===== src/common/wdmp_regs.vh =====
// Register map, field positions, reset values and timing figures of the
// watchdog mode and prescale control block.
// Assumes a 32-bit AXI4-Lite register bus with word-aligned byte addresses.
`ifndef WDMP_REGS_VH
`define WDMP_REGS_VH

// ----------------------------------------------------------------------
// Register byte offsets
// ----------------------------------------------------------------------
`define WDMP_ADDR_W          5
`define WDMP_OFS_CTRL        5'h00
`define WDMP_OFS_CAUSE       5'h04
`define WDMP_OFS_EVT_STAT    5'h08
`define WDMP_OFS_EVT_MASK    5'h0C

// ----------------------------------------------------------------------
// Control and status register fields
// ----------------------------------------------------------------------
`define WDMP_CTRL_IRQ_FLAG   7
`define WDMP_CTRL_IRQ_EN     6
`define WDMP_CTRL_PRE_HI     5
`define WDMP_CTRL_CHG_EN     4
`define WDMP_CTRL_RST_EN     3
`define WDMP_CTRL_PRE_LO_MSB 2
`define WDMP_CTRL_PRE_LO_LSB 0

// Reset cause register field.
`define WDMP_CAUSE_WD_RST    3

// Event status and mask fields.
`define WDMP_EVT_TIMEOUT_IRQ 0
`define WDMP_EVT_SYS_RESET   1
`define WDMP_EVT_W           2

// ----------------------------------------------------------------------
// Reset values
// ----------------------------------------------------------------------
`define WDMP_PRE_RESET       4'h0
`define WDMP_EVT_MASK_RESET  2'h0
`define WDMP_WINDOW_W        4

// ----------------------------------------------------------------------
// Timing
// ----------------------------------------------------------------------
// Change enable lives for this many system clock cycles after its write.
`define WDMP_CHG_WINDOW      4'h4
// Shortest time-out in watchdog oscillator cycles, code 0.
`define WDMP_TMO_BASE        21'h0_0800
// Highest defined prescale code; codes above it are reserved.
`define WDMP_PRE_MAX         4'h9
`define WDMP_CNT_W           21

// AXI responses.
`define WDMP_RESP_OKAY       2'h0
`define WDMP_RESP_SLVERR     2'h2

`endif


===== src/rtl/wdmp_timeout_counter.v =====
// Watchdog time-out counter, stepped by oscillator ticks.
// Assumes osc_tick is a one-cycle pulse already in the aclk domain.
`timescale 1ns/100ps
`include "wdmp_regs.vh"

module wdmp_timeout_counter #(
  parameter CNT_W = `WDMP_CNT_W
) (
  // Clock and reset
  input  wire             aclk,
  input  wire             aresetn,
  // Control
  input  wire             osc_tick,
  input  wire             run,
  input  wire             restart,
  input  wire [3:0]       prescale_sel,
  // Result
  output reg              timeout
);

  reg  [CNT_W-1:0] count;
  wire [CNT_W-1:0] limit;

  // Turns a prescale code into a tick count; reserved codes clamp to the top.
  function [CNT_W-1:0] tmo_limit;
    input [3:0] sel;
    reg   [3:0] s;
    begin
      s = (sel > `WDMP_PRE_MAX) ? `WDMP_PRE_MAX : sel;
      tmo_limit = `WDMP_TMO_BASE << s;
    end
  endfunction

  assign limit = tmo_limit(prescale_sel);

  // Counts ticks while running, wraps and pulses at the selected time-out.
  always @(posedge aclk) begin
    timeout <= 1'b0;
    if (!aresetn || !run || restart) begin
      count <= {CNT_W{1'b0}};
    end else if (osc_tick) begin
      if (count >= limit - 1'b1) begin
        count   <= {CNT_W{1'b0}};
        timeout <= 1'b1;
      end else begin
        count <= count + 1'b1;
      end
    end
  end

endmodule


===== src/rtl/wdmp_watchdog_ctrl.v =====
// Watchdog mode decode, timed change sequence and prescale control with
// an AXI4-Lite register slave and a masked event interrupt.
// Assumes osc_clk_pin and always_on_fuse are asynchronous levels; the
// vector, restart and global enable inputs come from aclk logic.
//
// The AXI4-Lite slave port and the register addresses are this design's own decisions.
`timescale 1ns/100ps
`include "wdmp_regs.vh"

module wdmp_watchdog_ctrl #(
  parameter ADDR_W    = `WDMP_ADDR_W,
  parameter CHG_WIN   = `WDMP_CHG_WINDOW
) (
  // Clock and reset
  input  wire              aclk,
  input  wire              aresetn,
  // AXI4-Lite write address and data
  input  wire [ADDR_W-1:0] s_axi_awaddr,
  input  wire              s_axi_awvalid,
  output reg               s_axi_awready,
  input  wire [31:0]       s_axi_wdata,
  input  wire [3:0]        s_axi_wstrb,
  input  wire              s_axi_wvalid,
  output reg               s_axi_wready,
  // AXI4-Lite write response
  output reg  [1:0]        s_axi_bresp,
  output reg               s_axi_bvalid,
  input  wire              s_axi_bready,
  // AXI4-Lite read
  input  wire [ADDR_W-1:0] s_axi_araddr,
  input  wire              s_axi_arvalid,
  output reg               s_axi_arready,
  output reg  [31:0]       s_axi_rdata,
  output reg  [1:0]        s_axi_rresp,
  output reg               s_axi_rvalid,
  input  wire              s_axi_rready,
  // Processor side
  input  wire              cpu_global_irq_en,
  input  wire              wdt_vector_ack,
  input  wire              wdt_restart,
  output reg               wdt_irq_req,
  output reg               sys_reset_req,
  // Pins and fuse
  input  wire              osc_clk_pin,
  input  wire              always_on_fuse,
  // Event interrupt
  output reg               irq
);

  // ----------------------------------------------------------------------
  // Declarations
  // ----------------------------------------------------------------------
  reg  [2:0]                osc_sync;
  reg  [1:0]                fuse_sync;
  reg                       aw_held;
  reg                       w_held;
  reg  [ADDR_W-1:0]         aw_addr;
  reg  [7:0]                w_byte;
  reg                       w_lane0;
  reg                       wd_irq_flag;
  reg                       wd_irq_enable;
  reg                       wd_change_enable;
  reg  [`WDMP_WINDOW_W-1:0] chg_count;
  reg                       wd_reset_enable;
  reg  [3:0]                wd_prescale_sel;
  reg                       wd_reset_flag;
  reg  [`WDMP_EVT_W-1:0]    evt_stat;
  reg  [`WDMP_EVT_W-1:0]    evt_mask;
  wire                      osc_tick;
  wire                      fuse_programmed;
  wire                      rst_en_eff;
  wire                      irq_en_eff;
  wire                      timeout;
  wire                      tmo_irq;
  wire                      tmo_rst;
  wire                      wr_go;
  wire                      ctrl_wr;
  wire                      cause_wr;
  wire                      mask_wr;
  wire                      rd_go;
  wire                      stat_rd;
  wire [7:0]                ctrl_view;
  wire [`WDMP_EVT_W-1:0]    evt_set;

  // Decodes a byte address into a register select; 0 means unmapped.
  function [2:0] reg_sel;
    input [ADDR_W-1:0] a;
    begin
      case (a)
        `WDMP_OFS_CTRL:     reg_sel = 3'h1;
        `WDMP_OFS_CAUSE:    reg_sel = 3'h2;
        `WDMP_OFS_EVT_STAT: reg_sel = 3'h3;
        `WDMP_OFS_EVT_MASK: reg_sel = 3'h4;
        default:            reg_sel = 3'h0;
      endcase
    end
  endfunction

  // ----------------------------------------------------------------------
  // Pin synchronisers
  // ----------------------------------------------------------------------
  // The oscillator pin passes two flops, the third flop only detects edges.
  always @(posedge aclk) begin
    if (!aresetn) begin
      osc_sync  <= 3'h0;
      fuse_sync <= 2'h3;
    end else begin
      osc_sync  <= {osc_sync[1:0], osc_clk_pin};
      fuse_sync <= {fuse_sync[0], always_on_fuse};
    end
  end

  assign osc_tick        = osc_sync[1] & ~osc_sync[2];
  assign fuse_programmed = ~fuse_sync[1];

  // ----------------------------------------------------------------------
  // Mode decode
  // ----------------------------------------------------------------------
  // A programmed fuse locks reset on and interrupt off; the reset flag
  // holds reset enable high.
  assign rst_en_eff = wd_reset_enable | wd_reset_flag | fuse_programmed;
  assign irq_en_eff = wd_irq_enable & ~fuse_programmed;

  // Interrupt on time-out unless a flag is already pending in combined mode.
  assign tmo_irq = timeout & irq_en_eff & ~(rst_en_eff & wd_irq_flag);
  // Reset in reset-only mode, or in combined mode with the flag unserviced.
  assign tmo_rst = timeout & rst_en_eff & (~irq_en_eff | wd_irq_flag);

  // Control register as software reads it.
  assign ctrl_view = {wd_irq_flag, irq_en_eff, wd_prescale_sel[3], wd_change_enable,
                      rst_en_eff, wd_prescale_sel[2:0]};

  // ----------------------------------------------------------------------
  // Time-out counter
  // ----------------------------------------------------------------------
  // Runs in every mode but stopped; restarted by software or by a reset.
  wdmp_timeout_counter u_counter (
    .aclk         (aclk),
    .aresetn      (aresetn),
    .osc_tick     (osc_tick),
    .run          (rst_en_eff | irq_en_eff),
    .restart      (wdt_restart | tmo_rst),
    .prescale_sel (wd_prescale_sel),
    .timeout      (timeout)
  );

  // ----------------------------------------------------------------------
  // AXI4-Lite slave
  // ----------------------------------------------------------------------
  assign wr_go    = aw_held & w_held & ~s_axi_bvalid;
  assign ctrl_wr  = wr_go & w_lane0 & (reg_sel(aw_addr) == 3'h1);
  assign cause_wr = wr_go & w_lane0 & (reg_sel(aw_addr) == 3'h2);
  assign mask_wr  = wr_go & w_lane0 & (reg_sel(aw_addr) == 3'h4);
  assign rd_go    = s_axi_arvalid & s_axi_arready;
  assign stat_rd  = rd_go & (reg_sel(s_axi_araddr) == 3'h3);

  // Write channels are taken in either order; the response follows both.
  always @(posedge aclk) begin
    if (!aresetn) begin
      s_axi_awready <= 1'b1;
      s_axi_wready  <= 1'b1;
      s_axi_bvalid  <= 1'b0;
      s_axi_bresp   <= `WDMP_RESP_OKAY;
      aw_held       <= 1'b0;
      w_held        <= 1'b0;
      aw_addr       <= {ADDR_W{1'b0}};
      w_byte        <= 8'h00;
      w_lane0       <= 1'b0;
    end else begin
      if (s_axi_awvalid && s_axi_awready) begin
        aw_held       <= 1'b1;
        aw_addr       <= s_axi_awaddr;
        s_axi_awready <= 1'b0;
      end
      if (s_axi_wvalid && s_axi_wready) begin
        w_held       <= 1'b1;
        w_byte       <= s_axi_wdata[7:0];
        w_lane0      <= s_axi_wstrb[0];
        s_axi_wready <= 1'b0;
      end
      if (wr_go) begin
        aw_held      <= 1'b0;
        w_held       <= 1'b0;
        s_axi_bvalid <= 1'b1;
        s_axi_bresp  <= (reg_sel(aw_addr) == 3'h0) ? `WDMP_RESP_SLVERR : `WDMP_RESP_OKAY;
      end
      if (s_axi_bvalid && s_axi_bready) begin
        s_axi_bvalid  <= 1'b0;
        s_axi_awready <= 1'b1;
        s_axi_wready  <= 1'b1;
      end
    end
  end

  // Read answers one cycle after the address is taken.
  always @(posedge aclk) begin
    if (!aresetn) begin
      s_axi_arready <= 1'b1;
      s_axi_rvalid  <= 1'b0;
      s_axi_rdata   <= 32'h0000_0000;
      s_axi_rresp   <= `WDMP_RESP_OKAY;
    end else if (rd_go) begin
      s_axi_arready <= 1'b0;
      s_axi_rvalid  <= 1'b1;
      s_axi_rresp   <= `WDMP_RESP_OKAY;
      case (reg_sel(s_axi_araddr))
        3'h1:    s_axi_rdata <= {24'h00_0000, ctrl_view};
        3'h2:    s_axi_rdata <= {28'h000_0000, wd_reset_flag, 3'h0};
        3'h3:    s_axi_rdata <= {30'h000_0000, evt_stat};
        3'h4:    s_axi_rdata <= {30'h000_0000, evt_mask};
        default: begin
          s_axi_rdata <= 32'h0000_0000;
          s_axi_rresp <= `WDMP_RESP_SLVERR;
        end
      endcase
    end else if (s_axi_rvalid && s_axi_rready) begin
      s_axi_rvalid  <= 1'b0;
      s_axi_arready <= 1'b1;
    end
  end

  // ----------------------------------------------------------------------
  // Watchdog control register
  // ----------------------------------------------------------------------
  // A watchdog reset puts the control bits back to their reset state; the
  // reset flag survives and keeps reset enable in force.
  always @(posedge aclk) begin
    if (!aresetn || tmo_rst) begin
      wd_irq_flag      <= 1'b0;
      wd_irq_enable    <= 1'b0;
      wd_change_enable <= 1'b0;
      chg_count        <= {`WDMP_WINDOW_W{1'b0}};
      wd_reset_enable  <= 1'b0;
      wd_prescale_sel  <= `WDMP_PRE_RESET;
    end else begin
      // A time-out sets the flag even in the cycle it is cleared.
      wd_irq_flag <= tmo_irq |
                     (wd_irq_flag & ~(wdt_vector_ack |
                                      (ctrl_wr & w_byte[`WDMP_CTRL_IRQ_FLAG])));
      // Vector execution drops the enable: combined mode falls to reset-only, interrupt mode stops.
      if (ctrl_wr) begin
        wd_irq_enable <= w_byte[`WDMP_CTRL_IRQ_EN] & ~fuse_programmed;
      end else if (wdt_vector_ack) begin
        wd_irq_enable <= 1'b0;
      end
      // Change enable opens a window of a fixed number of cycles.
      if (ctrl_wr) begin
        wd_change_enable <= w_byte[`WDMP_CTRL_CHG_EN];
        chg_count        <= w_byte[`WDMP_CTRL_CHG_EN] ? CHG_WIN[`WDMP_WINDOW_W-1:0] :
                                                        {`WDMP_WINDOW_W{1'b0}};
      end else if (wd_change_enable) begin
        chg_count <= chg_count - 1'b1;
        if (chg_count <= 1) begin
          wd_change_enable <= 1'b0;
        end
      end
      // Setting is free and the reset flag holds the bit set, so clearing the
      // flag alone never stops the watchdog; clearing needs the window.
      if ((ctrl_wr && w_byte[`WDMP_CTRL_RST_EN]) || wd_reset_flag) begin
        wd_reset_enable <= 1'b1;
      end else if (ctrl_wr && wd_change_enable) begin
        wd_reset_enable <= 1'b0;
      end
      // Prescale changes only inside the window.
      if (ctrl_wr && wd_change_enable) begin
        wd_prescale_sel <= {w_byte[`WDMP_CTRL_PRE_HI],
                            w_byte[`WDMP_CTRL_PRE_LO_MSB:`WDMP_CTRL_PRE_LO_LSB]};
      end
    end
  end

  // Reset flag: set by a watchdog reset, cleared by writing zero to it.
  always @(posedge aclk) begin
    if (!aresetn) begin
      wd_reset_flag <= 1'b0;
    end else if (tmo_rst) begin
      wd_reset_flag <= 1'b1;
    end else if (cause_wr && !w_byte[`WDMP_CAUSE_WD_RST]) begin
      wd_reset_flag <= 1'b0;
    end
  end

  // ----------------------------------------------------------------------
  // Processor outputs
  // ----------------------------------------------------------------------
  // The vector request needs the flag, its enable and the global enable.
  always @(posedge aclk) begin
    if (!aresetn) begin
      wdt_irq_req   <= 1'b0;
      sys_reset_req <= 1'b0;
    end else begin
      wdt_irq_req   <= wd_irq_flag & irq_en_eff & cpu_global_irq_en;
      sys_reset_req <= tmo_rst;
    end
  end

  // ----------------------------------------------------------------------
  // Event status, mask and interrupt
  // ----------------------------------------------------------------------
  assign evt_set = {tmo_rst, tmo_irq};

  // Sticky events clear on a status read; a new event wins over the read.
  always @(posedge aclk) begin
    if (!aresetn) begin
      evt_stat <= {`WDMP_EVT_W{1'b0}};
      evt_mask <= `WDMP_EVT_MASK_RESET;
      irq      <= 1'b0;
    end else begin
      evt_stat <= evt_set | (stat_rd ? {`WDMP_EVT_W{1'b0}} : evt_stat);
      if (mask_wr) begin
        evt_mask <= w_byte[`WDMP_EVT_W-1:0];
      end
      irq <= |(evt_stat & evt_mask);
    end
  end

endmodule


===== config.mk =====
export PLATFORM = sky130hd
export DESIGN_NAME = wdmp_watchdog_ctrl
export DESIGN_NICKNAME = d
export VERILOG_FILES = /design/src/rtl/wdmp_timeout_counter.v /design/src/rtl/wdmp_watchdog_ctrl.v
export VERILOG_INCLUDE_DIRS = /design/src /design/src/common
export SDC_FILE = /design/constraint.sdc
export NUM_CORES = 1
export LEC_CHECK = 0
export ABC_AREA = 1
export BUFFER_PORTS_ARGS = -buffer_cell sky130_fd_sc_hd__clkbuf_2
export CORE_MARGIN = 1.5
export CORE_UTILIZATION = 49
export DETAILED_ROUTE_END_ITERATION = 10
export HOLD_SLACK_MARGIN = 0.06
export PLACE_DENSITY = 0.86
export SYNTH_ARGS = -nofsm -noshare
export SYNTH_HDL_FRONTEND = slang
export SYNTH_HIERARCHICAL = 1
export SYNTH_SLANG_ARGS = --single-unit

===== constraint.sdc =====
create_clock -name aclk -period 3.19 [get_ports aclk]
set_input_delay 0.4785 -clock aclk [delete_from_list [all_inputs] [get_ports aclk]]
set_output_delay 0.4785 -clock aclk [all_outputs]
set_load 0.02 [all_outputs]

## After elaboration in Yosys (flattened, before gate mapping)

Cells that the tools add are included.
W data, S select, Z words.

| storage, ports and cells | value |
|---|---|
| register bits after elaboration | 104 |
| input bits | 58 |
| output and inout bits | 44 |
| word-level logic and storage cells | 143 |

| cells by class | value |
|---|---|
| add/sub/neg operators | 3 |
| order comparisons | 3 |
| equal/unequal tests | 14 |
| shift-type cells | 1 |
| mux-type cells | 29 |
| bitwise operators | 37 |
| reduce and logical (&&, ||, !) cells | 27 |

Operators with widths:

| cell | number |
|---|---|
| $pmux W8 S4 | 1 |
| $pmux W3 S4 | 2 |
| $add A21 B1 Y21 const B | 1 |
| $ge A21 B21 Y1 | 1 |
| $mux W21 | 1 |
| $shl A12 B4 Y21 const A | 1 |
| $sub A21 B1 Y21 const B | 1 |
| $and A1 B1 Y1 | 20 |
| $eq A5 B4 Y1 const B | 4 |
| $mux W3 | 5 |
| $mux W1 | 14 |
| $eq A3 B2 Y1 const B | 4 |
| $mux W4 | 3 |
| $eq A5 B3 Y1 const B | 2 |
| $logic_not A5 Y1 | 2 |
| $reduce_bool A2 Y1 | 5 |
| $not A1 Y1 | 8 |
| $reduce_or A2 Y1 | 4 |
| $logic_and A1 B1 Y1 | 7 |
| $or A1 B1 Y1 | 7 |
| $eq A3 B1 Y1 const B | 2 |
| $eq A3 B3 Y1 const B | 2 |
| $mux W2 | 3 |
| $gt A4 B4 Y1 const B | 1 |
| other kinds (8) | 13 |

## Logic depth before layout (Yosys ltp)

Gate-level depths: netlist of the first run.

| logic depth | value |
|---|---|
| word-level depth | 9 |
| gate-level depth with buffers | 18 |
| mapped depth without buffers | 17 |

## Cells and area by module

The synthesis of the first run kept the hierarchy.

Modules (own cells, without submodules):

| module | times used | cells each | area an instance (µm²) | sequential area each (µm²) |
|---|---|---|---|---|
| wdmp_watchdog_ctrl | 1 | 315 | 2,417.3 | 1,121.1 |
| wdmp_timeout_counter | 1 | 211 | 1,487.7 | 440.4 |

## Worst setup path before layout of the first run

Ideal clock, no wire load.

| timing | value |
|---|---|
| path kind | register -> register |
| start | register wd_prescale_sel[1] |
| end | register u_counter.count[15] |
| library setup time | 0.116 ns |
| arrival time | 2.122 ns |
| data required time | 3.074 ns |
| path slack | 0.952 ns |
| stages on the path, launching flop included | 18 |
| buffers on the path | 1 |
| period minus slack after synthesis | 2.238 ns |
| path through | dfxtp_1 > nor2_1 > nand3_1 > ha_1 > nand3_1 > xor2_1 > inv_1 > ha_1 > nand2_1 > nor2_1 > nand3_1 > nor2_1 > nor2_1 > nand2_1 > nand2_2 > nand2_2 > buf_6 > nor2_1 |

| between the ends | value |
|---|---|
| longest elaborated chain between the ends | 6 |

RTL lines:

| what | line | source |
|---|---|---|
| start, declared | wdmp_watchdog_ctrl.v:65 | `reg [3:0] wd_prescale_sel;` |
| start signal, assigned | wdmp_watchdog_ctrl.v:234 | `` wd_prescale_sel <= `WDMP_PRE_RESET; `` |
| start signal, assigned | wdmp_watchdog_ctrl.v:266 | `` wd_prescale_sel <= {w_byte[`WDMP_CTRL_PRE_HI], `` |
| $gt A4 B4 Y1 (no line) | n/a |  |
| $mux W4 (*) | wdmp_timeout_counter.v:29 | `` s = (sel > `WDMP_PRE_MAX) ? `WDMP_PRE_MAX : sel; `` |
| $shl A12 B4 Y21 (no line) (*) | n/a |  |
| $sub A21 B1 Y21 (*) | wdmp_timeout_counter.v:42 | `if (count >= limit - 1'b1) begin` |
| $ge A21 B21 Y1 (*) | wdmp_timeout_counter.v:42 |  |
| $mux W21 (*) | wdmp_timeout_counter.v:42 |  |
| end signal, assigned | wdmp_timeout_counter.v:40 | `count <= {CNT_W{1'b0}};` |
| end signal, assigned | wdmp_timeout_counter.v:43 | `count <= {CNT_W{1'b0}};` |
| end signal, assigned | wdmp_timeout_counter.v:46 | `count <= count + 1'b1;` |
| end, declared | wdmp_timeout_counter.v:21 | `reg [CNT_W-1:0] count;` |

Every way passes the cells marked *; elsewhere a longest branch is shown, timed or not.
A chain may end at the register's enable or synchronous reset.

## Worst setup path after layout of the first run

| timing | value |
|---|---|
| start | register wd_prescale_sel[1] |
| end | register u_counter.count[12] |

Same word-level chain as after synthesis.

==> results of run 1 <==
==> final timing paths <==
check | startpoint | depth (start not counted) | end | slack [ps]
worst max-delay path | wd_prescale_sel[1] | 16 | u_counter/count[12] | 380
worst max register to register | wd_prescale_sel[1] | 16 | u_counter/count[12] | 380
worst min register to register | fuse_sync[0] | 1 | fuse_sync[1] | 420
worst min-delay path | osc_clk_pin | 3 | osc_sync[0] | 310
==> flip-flops by register name, indices dropped and copies added (netlist names), 2 cells and up <==
register,count
fuse_sync,2
aw_addr,5
w_byte,8
osc_sync,3
evt_mask,2
u_counter/count,21
s_axi_rdata,8
evt_stat,2
wd_prescale_sel,4
chg_count,4
==> layout make-up <==
type	instances	share of cell area, %
multi-input cells	383	45.7
flip-flops and latches	78	36.3
repair buffers	48	5.58
inverters	54	4.83
clock buffers	10	2.97
well taps	102	2.97
clock inverters	6	1.66
==> worst max-delay path, stage by stage (launching register included) <==
cell and delay, ps:
dfxtp_1 410, nor2_1 230, nand3_1 140, ha_1 230, nand3_1 110, xor2_1 140
inv_1 60, ha_1 260, nand2_1 50, nor2_1 210, inv_1 60, a21oi_1 140
a21oi_1 50, nand2_1 70, nand2_2 70, nand2_2 360, nor2_1 90
==> power by group <==
group          total [uW]  switching (uW)  internal, uW  leakage [uW]
clock network         739             372           367     0.0000931
logic                 158             111          46.8       0.00109
registers            1020            16.2          1000      0.000635
total                1910             500          1410       0.00182
==> Yosys cell counts <==
cell type / n / area (um^2)
nand2_1: 98 / 368
nor2_1: 83 / 312
dfxtp_1: 78 / 1560
inv_1: 48 / 180
a21oi_1: 31 / 155
nand3_1: 31 / 155
buf_4: 27 / 203
o21ai_0: 22 / 110
ha_1: 14 / 175
xor2_1: 14 / 123
nand4_1: 12 / 75.1
nand2_2: 8 / 50.1
nor3_1: 7 / 35.0
nor2_4: 5 / 56.3
xnor2_1: 5 / 43.8
buf_2: 4 / 20.0
inv_2: 4 / 15.0
nor2_2: 4 / 25.0
o22ai_1: 4 / 25.0
buf_6: 3 / 33.8
or2_2: 3 / 18.8
clkbuf_1: 2 / 7.51
conb_1: 2 / 7.51
nand2_4: 2 / 22.5
o21ai_1: 2 / 10.0
o31ai_1: 2 / 15.0
a21boi_1: 1 / 7.51
and2_1: 1 / 6.26
clkinv_1: 1 / 3.75
clkinv_4: 1 / 8.76
mux2i_1: 1 / 10.0
nand3_4: 1 / 17.5
nand3b_1: 1 / 7.51
nor3_4: 1 / 16.3
nor3b_1: 1 / 7.51
o32ai_1: 1 / 8.76
or2_4: 1 / 8.76
==> routing by layer <==
layer,part of all wire [%],vias to the layer above
li1,-,1732
met1,43,1510
met2,50,99
met3,5.4,18
met4,2.0,0
met5,0,-
==> cells by family after synthesis <==
| group | share of synthesized area [%] |
|---|---|
| flip-flops | 40.0 |
| multiplexers | 0.256 |
| AND/OR/NAND/NOR | 30.2 |
| buffers and inverters | 12.1 |
| other | 0.192 |
| XOR/XNOR | 4.26 |
| AO/OA/AOI/OAI | 8.49 |
| adder cells (fa/ha/maj) | 4.49 |
==> per-stage QoR <==
stage,setup slack [ps],instances,area (um^2)
after floorplan,952,551,4000
after global placement,531,665,4100
after detailed placement,419,665,4100
after CTS,378,681,4300
after global routing,31.2,681,4300
final,381,681,4300
==> flow_results.org, run 1 <==
** Synthesis
- Number of distinct library cells after synthesis :: 37
- Summed instance area of the synthesized netlist :: 0.00390 mm^2
- Yosys warnings :: 6
- The share of the Yosys chip area taken by registers is 40.0%.
- Gate count of the mapped netlist :: 526
- Post-synthesis average cell area :: 7.42 um^2
- After synthesis the netlist holds a flip-flop and latch count of 78.

** Flow run
- # Max-Cap Violations :: 0

** Timing
- The number of endpoints with negative hold slack in the final report was 0.
- Setup repair after global routing left no endpoint under its margin.
- Slew at the pin closest to its max-slew limit :: 740 ps
- Subtracting the final worst setup slack from the clock period gives 2810 ps.
- Final-layout setup total negative slack :: 0 ps
- The worst path uses 88.1% of the clock period.
- Final Slew Violations :: 0
- Headroom to the max-slew limit came out at 50.5%.
- Hold is met by 310 ps.
- Peak clock frequency supported by timing :: 356 MHz
- Final setup fails :: 0
- On the final layout, the worst clock skew is 9.87 ps.

** Floorplan
- In this run the horizontal extent of the chip is 92.3 um.
- Die footprint :: 0.00851 mm^2
- Die Ht :: 92.3 um
- Starting density of the core :: 50.5%
- Top-Level Pins :: 102
- Floorplan core area :: 0.00773 mm^2
- Number of placement rows :: 32

** GRT
- The number of global-route vias before repair is 3129.
- The initial antenna violation count was 0.
- Global routing consumed, over all layers together, 18.8% of the routing resources.
- Entering global routing, the biggest net connects 31 pins.
- Routing layer with the top usage in global route :: met2
- For this run, global-route usage on met2 was measured as 33.8%.
- The total overflow left after global routing is 0.
- Global routing consumed, on the met1 layer, 20.8% of the routing resources.
- Global Route met3 Usage :: 6.05%
- First-pass GRT wire length :: 13000 um

** Clocking
- CTS clock-pin slew for the worst setup and hold paths :: 80 ps
- Number of setup buffers added after CTS :: 0
- The root buffer cell chosen for the clock tree is clkbuf_8.
- Clk_lat worst skew :: 350 ps
- CTS tree :: built
- The H-tree generated during clock tree synthesis spans 3 levels.
- For this design, the sink count on the clock tree is 78.
- In this run, post-CTS hold repair placed 0 buffers.
- Resize count post-CTS :: 0
- In this run the deepest clock path goes through 2 buffers.
- TritonCTS Buffers :: 9

** Route
- In the final routed layout, each cell accounts on average for 11.0 um.
- Once detail routing completed, the nets flagged for antenna violations numbered 0.
- After detailed routing, the number of remaining DRC violations is 0.
- For this run, the detailed router's first-pass iteration total came to 4.
- Total wire length :: 7510 um
- Starting DRC count in detailed routing :: 192
- Using the TritonRoute via totals, the vias-per-cell ratio works out to 4.93.
- Detailed routing inserted a total of 3359 vias.

** Power and ir drop
- VDD sags by at most 330 uV.
- Power comes to 1910 uW.
- Summed over all cells, the static leakage comes to 0.00182 uW.
- P per Cell Area :: 445 mW/mm^2

** Finish
- Combined flip-flop and latch cell area :: 0.00156 mm^2
- Count of nets after finishing :: 646
- The filler cells instantiated in the layout total 709.
- The multi-input combinational cells in the finished layout cover a total of 0.00197 mm^2.
- Most common library cell in the layout ignoring fill and taps :: nand2_1
- Antenna diode count :: 0
- The area growth from synthesis to layout is 10.2%.
- Ratio of cells with drive above 1 in the final layout :: 16.1%
- In the layout the commonest cells are nand2_1 (98), nor2_1 (83), dfxtp_1 (78).
- For this run, the share of the core covered by cells in the final layout is 55.7%.

** Placed design
- Weighted congestion reported at the end of routability-driven placement :: 0.845
- Port Buffer Count :: 48
- Detailed placement HPWL :: 5720 um

** Min path
- Classification of the worst-slack hold path :: in2reg

** Critical path
- Data on the critical path is required at its endpoint by 3420 ps.
- Critical path arrival :: 3040 ps
- The worst setup path is launched from a flip-flop.
- Setup Crit Path Kind :: reg2reg
- Max FO, Critical Path :: 20
- Element type at the critical path end :: flip-flop

** Run status
- Outcome :: finished clean
(Power assumes the default switching activity.)
==> run 2: changes to the inputs <==
Settings changed: PLACE_DENSITY 0.86 to 0.8, REMOVE_ABC_BUFFERS from default to 1, SYNTH_HIERARCHICAL 1 to default.
==> flow_results.org, run 2 <==
** Run status
- The run finished with clean final reports.

** Critical path
- Critical path buffers and inverters :: 3
- Data arrives at the worst endpoint at 2910 ps.
- Setup Crit Path Kind :: reg2reg
- Max FO, Critical Path :: 21
- CP Depth :: 17
- Most Frequent Cell on Critical Path :: nor2_1
- Startpoint type of the worst setup path :: flip-flop
- Grouping stages by cell kind, the critical path spends the most delay in simple AND/OR/NAND/NOR gates.
- On the worst path, the slowest cell contributes a delay of 370 ps.
- Worst-path cell chain :: nor2_1 -> inv_1 -> nor3_1 -> inv_1 -> ha_1 -> xnor2_1 -> inv_1 -> ha_1 -> nand2_1 -> nor2_1 -> nand3b_1 -> nor2_1 -> nor2_1 -> nand2_1 -> nand2_1 -> nand2_4 -> nor2_1
- Master of the slowest instance on the critical path :: dfxtp_1
- STA puts the critical path data required time at 3420 ps.
- Path depth of the worst reg2reg path :: 17
- STA classifies the critical path endpoint as a flip-flop.

** Clocking
- TritonCTS created 9 clock buffers.
- In this run the number of H-tree levels came out at 3.
- For the worst-skew pair, the clock arrives at the later sink with an insertion delay of 350 ps.
- Clock tree synthesis selected as its root buffer the cell clkbuf_8.
- Clock-pin slew was measured on the worst setup and hold paths at 80 ps.
- CTS tree :: built
- The number of hold buffers added after CTS was 0.
- Buffers from clock root to sink, at most :: 2
- The clock net in this run drives a total of 78 sinks.

** Synthesis
- The cell count after synthesis came out at 527.
- Summed over all instances, the cell type with the most area after synthesis is dfxtp_1.
- Portion of the post-synthesis area used by sequential elements :: 40.5%
- After synthesis, the share of flip-flops with an asynchronous set or reset is 0%.
- Area share of the leading cell type in the synthesized netlist :: 40.5%
- Yosys printed 0 warnings.
- Synth top cells by count :: nand2_1 (104), nor2_1 (81), dfxtp_1 (78), inv_1 (58)
- The most used flip-flop cell after synthesis is dfxtp_1.
- In this run, synthesis inferred 0 flip-flops with an integrated enable.
- Count leader, synth :: nand2_1
- Post-synthesis average cell area :: 7.31 um^2
- In this run, distinct cell masters in the synthesized netlist total 39.
- Summed instance area of the synthesized netlist :: 0.00385 mm^2
- Leading cell types by total area after synthesis :: dfxtp_1 (41%), nand2_1 (10%), nor2_1 (7.9%), inv_1 (5.6%), buf_4 (5.1%)
- The synthesized design contains 78 register bits.

** Timing
- Setup ws final :: 511 ps
- Final clock skew :: 12.9 ps
- Setup repair after global routing missed its margin :: false
- Counting I/O delays and the setup requirement, the final critical path takes 2680 ps.
- Final hold violation count :: 0
- Peak clock frequency supported by timing :: 373 MHz
- For the final routed database, the setup TNS stands at 0 ps.
- Final setup fails :: 0
- Fin crit share :: 84.0%
- The final-report max-slew violation count was 0.

** Finish
- Relative to the synthesized area, the layout overhead comes to 10.2%.
- In the final design database the tool counted 649 nets.
- The library cell used most frequently in the layout, excluding fill and tap cells, is nand2_1.
- The register with the most flip-flops in the layout has 21 of them.
- Summing all multi-input logic gate instances after layout gives 0.00193 mm^2.
- Ratio of cells with drive above 1 in the final layout :: 15.1%
- Across the whole layout, storage elements account for 0.00156 mm^2.
- The number of antenna diodes in the final layout is 0.
- Layout filler cell count :: 758
- In the layout the commonest cells are nand2_1 (104), nor2_1 (81), dfxtp_1 (78).
- Counting flops per register, the top entry is u_counter.count.
- The largest registers in the layout are u_counter.count x21, s_axi_rdata x8, w_byte x8.

** Route
- Wires add up to 7660 um.
- Detailed-router iteration count before antenna repair :: 4
- DRC violations left :: 0
- Ratio of routed vias to standard cells :: 4.92
- WL per Instance :: 11.2 um
- Antenna Nets Post-Route :: 0
- The first routing iteration left 178 violations.
- Vias after detailed routing :: 3358

** Floorplan
- Die footprint :: 0.00841 mm^2
- For this configuration, the core starts out at a cell density of 50.1%.
- Floorplan core area :: 0.00769 mm^2
- The die is 91.7 um tall.
- Width of the die :: 91.7 um
- Number of placement rows :: 32
- Top-Level Pins :: 102

** Power and ir drop
- P per Cell Area :: 430 mW/mm^2
- VDD sags by at most 255 uV.
- Static leakage :: 0.00180 uW

** Flow run
- # Max-Cap Violations :: 0

** GRT
- Entering global routing, the biggest net connects 22 pins.
- After global routing the overflow that remains totals 0.
- The first global-routing pass estimated 13200 um of wire.
- The number of global-route vias before repair is 3111.
- GRT Overall Usage :: 19.5%
- Number of antenna violations at the first check in global routing :: 0

** Min path
- In this run the worst hold path is classified as in2reg.
- Number of cells traversed by the worst hold path :: 3

** Placed design
- Port Buffer Count :: 48
- At the end of routability-driven placement, the weighted congestion stood at 0.864.
- Detailed placement HPWL :: 5800 um
- Placement Setup Slack :: 465 ps
[run 2: worst paths after layout]
| kind | start | to | slack [ps] |
|---|---|---|---|
| worst max-delay path | wd_prescale_sel[2] | u_counter.count[18] | 510 |
| worst min-delay path | osc_clk_pin | osc_sync[0] | 310 |
| worst max register to register | wd_prescale_sel[2] | u_counter.count[18] | 510 |
| worst min register to register | osc_sync[0] | osc_sync[1] | 410 |
[run 2: cell type report]
type	instances	share of cell area, %
clock inverters	6	0.942
multi-input cells	380	45.3
well taps	102	3.00
flip-flops and latches	78	36.7
inverters	59	5.21
repair buffers	49	5.83
clock buffers	9	2.92
[run 2: cell families (layout without fill, tap and decap cells)]
group / count (synthesis) / in the layout / synth area share, %
other cells: 2 / 27 / 0.195
buf+inv: 94 / 123 / 12.1
fa+ha+maj: 14 / 14 / 4.54
compound gates: 78 / 78 / 10.9
simple gates: 247 / 247 / 28.6
xor+xnor: 14 / 14 / 3.18
flops: 78 / 78 / 40.5
[run 2: repair_timing]
item | in CTS | in global routing
endpoints found under the hold margin | 0 | 0
setup endpoints to repair | 0 | 1
setup buffers | 0 | 0
gates resized for setup | 0 | 1
[run 2: report_power, final]
part	internal [uW]	switching [uW]
Combinational	48.5	120
Sequential	1010	18.3
Clock	274	359
Total	1330	498
[run 2: through the flow]
| step | hold slack [ps] | power [uW] | utilization [%] | area, um^2 | instances |
|---|---|---|---|---|---|
| after floorplan | 390 | 1150 | - | 3700 | 517 |
| after detailed placement | 397 | 1210 | 53.1 | 4080 | 668 |
| after global routing | 319 | 1910 | 55.3 | 4250 | 683 |
| after CTS | 300 | 1840 | 55.2 | 4240 | 683 |
| after global placement | 394 | 1210 | 53.1 | 4080 | 668 |
| final | 314 | 1830 | 55.3 | 4250 | 683 |
[run 2: layer usage]
| layer | wire [um] | global-route usage (%) | vias up |
|---|---|---|---|
| met3 | 415 | 3.23 | 9 |
| met2 | 3560 | 31.6 | 101 |
| met5 | 0 | 0 | - |
| li1 | - | - | 1733 |
| met4 | 145 | 11.3 | 0 |
| met1 | 3540 | 24.6 | 1515 |
[run 2: worst min-delay path, cell delays in order]
cell,delay [ps]
clkbuf_2,80
nand2_1,40
inv_1,40
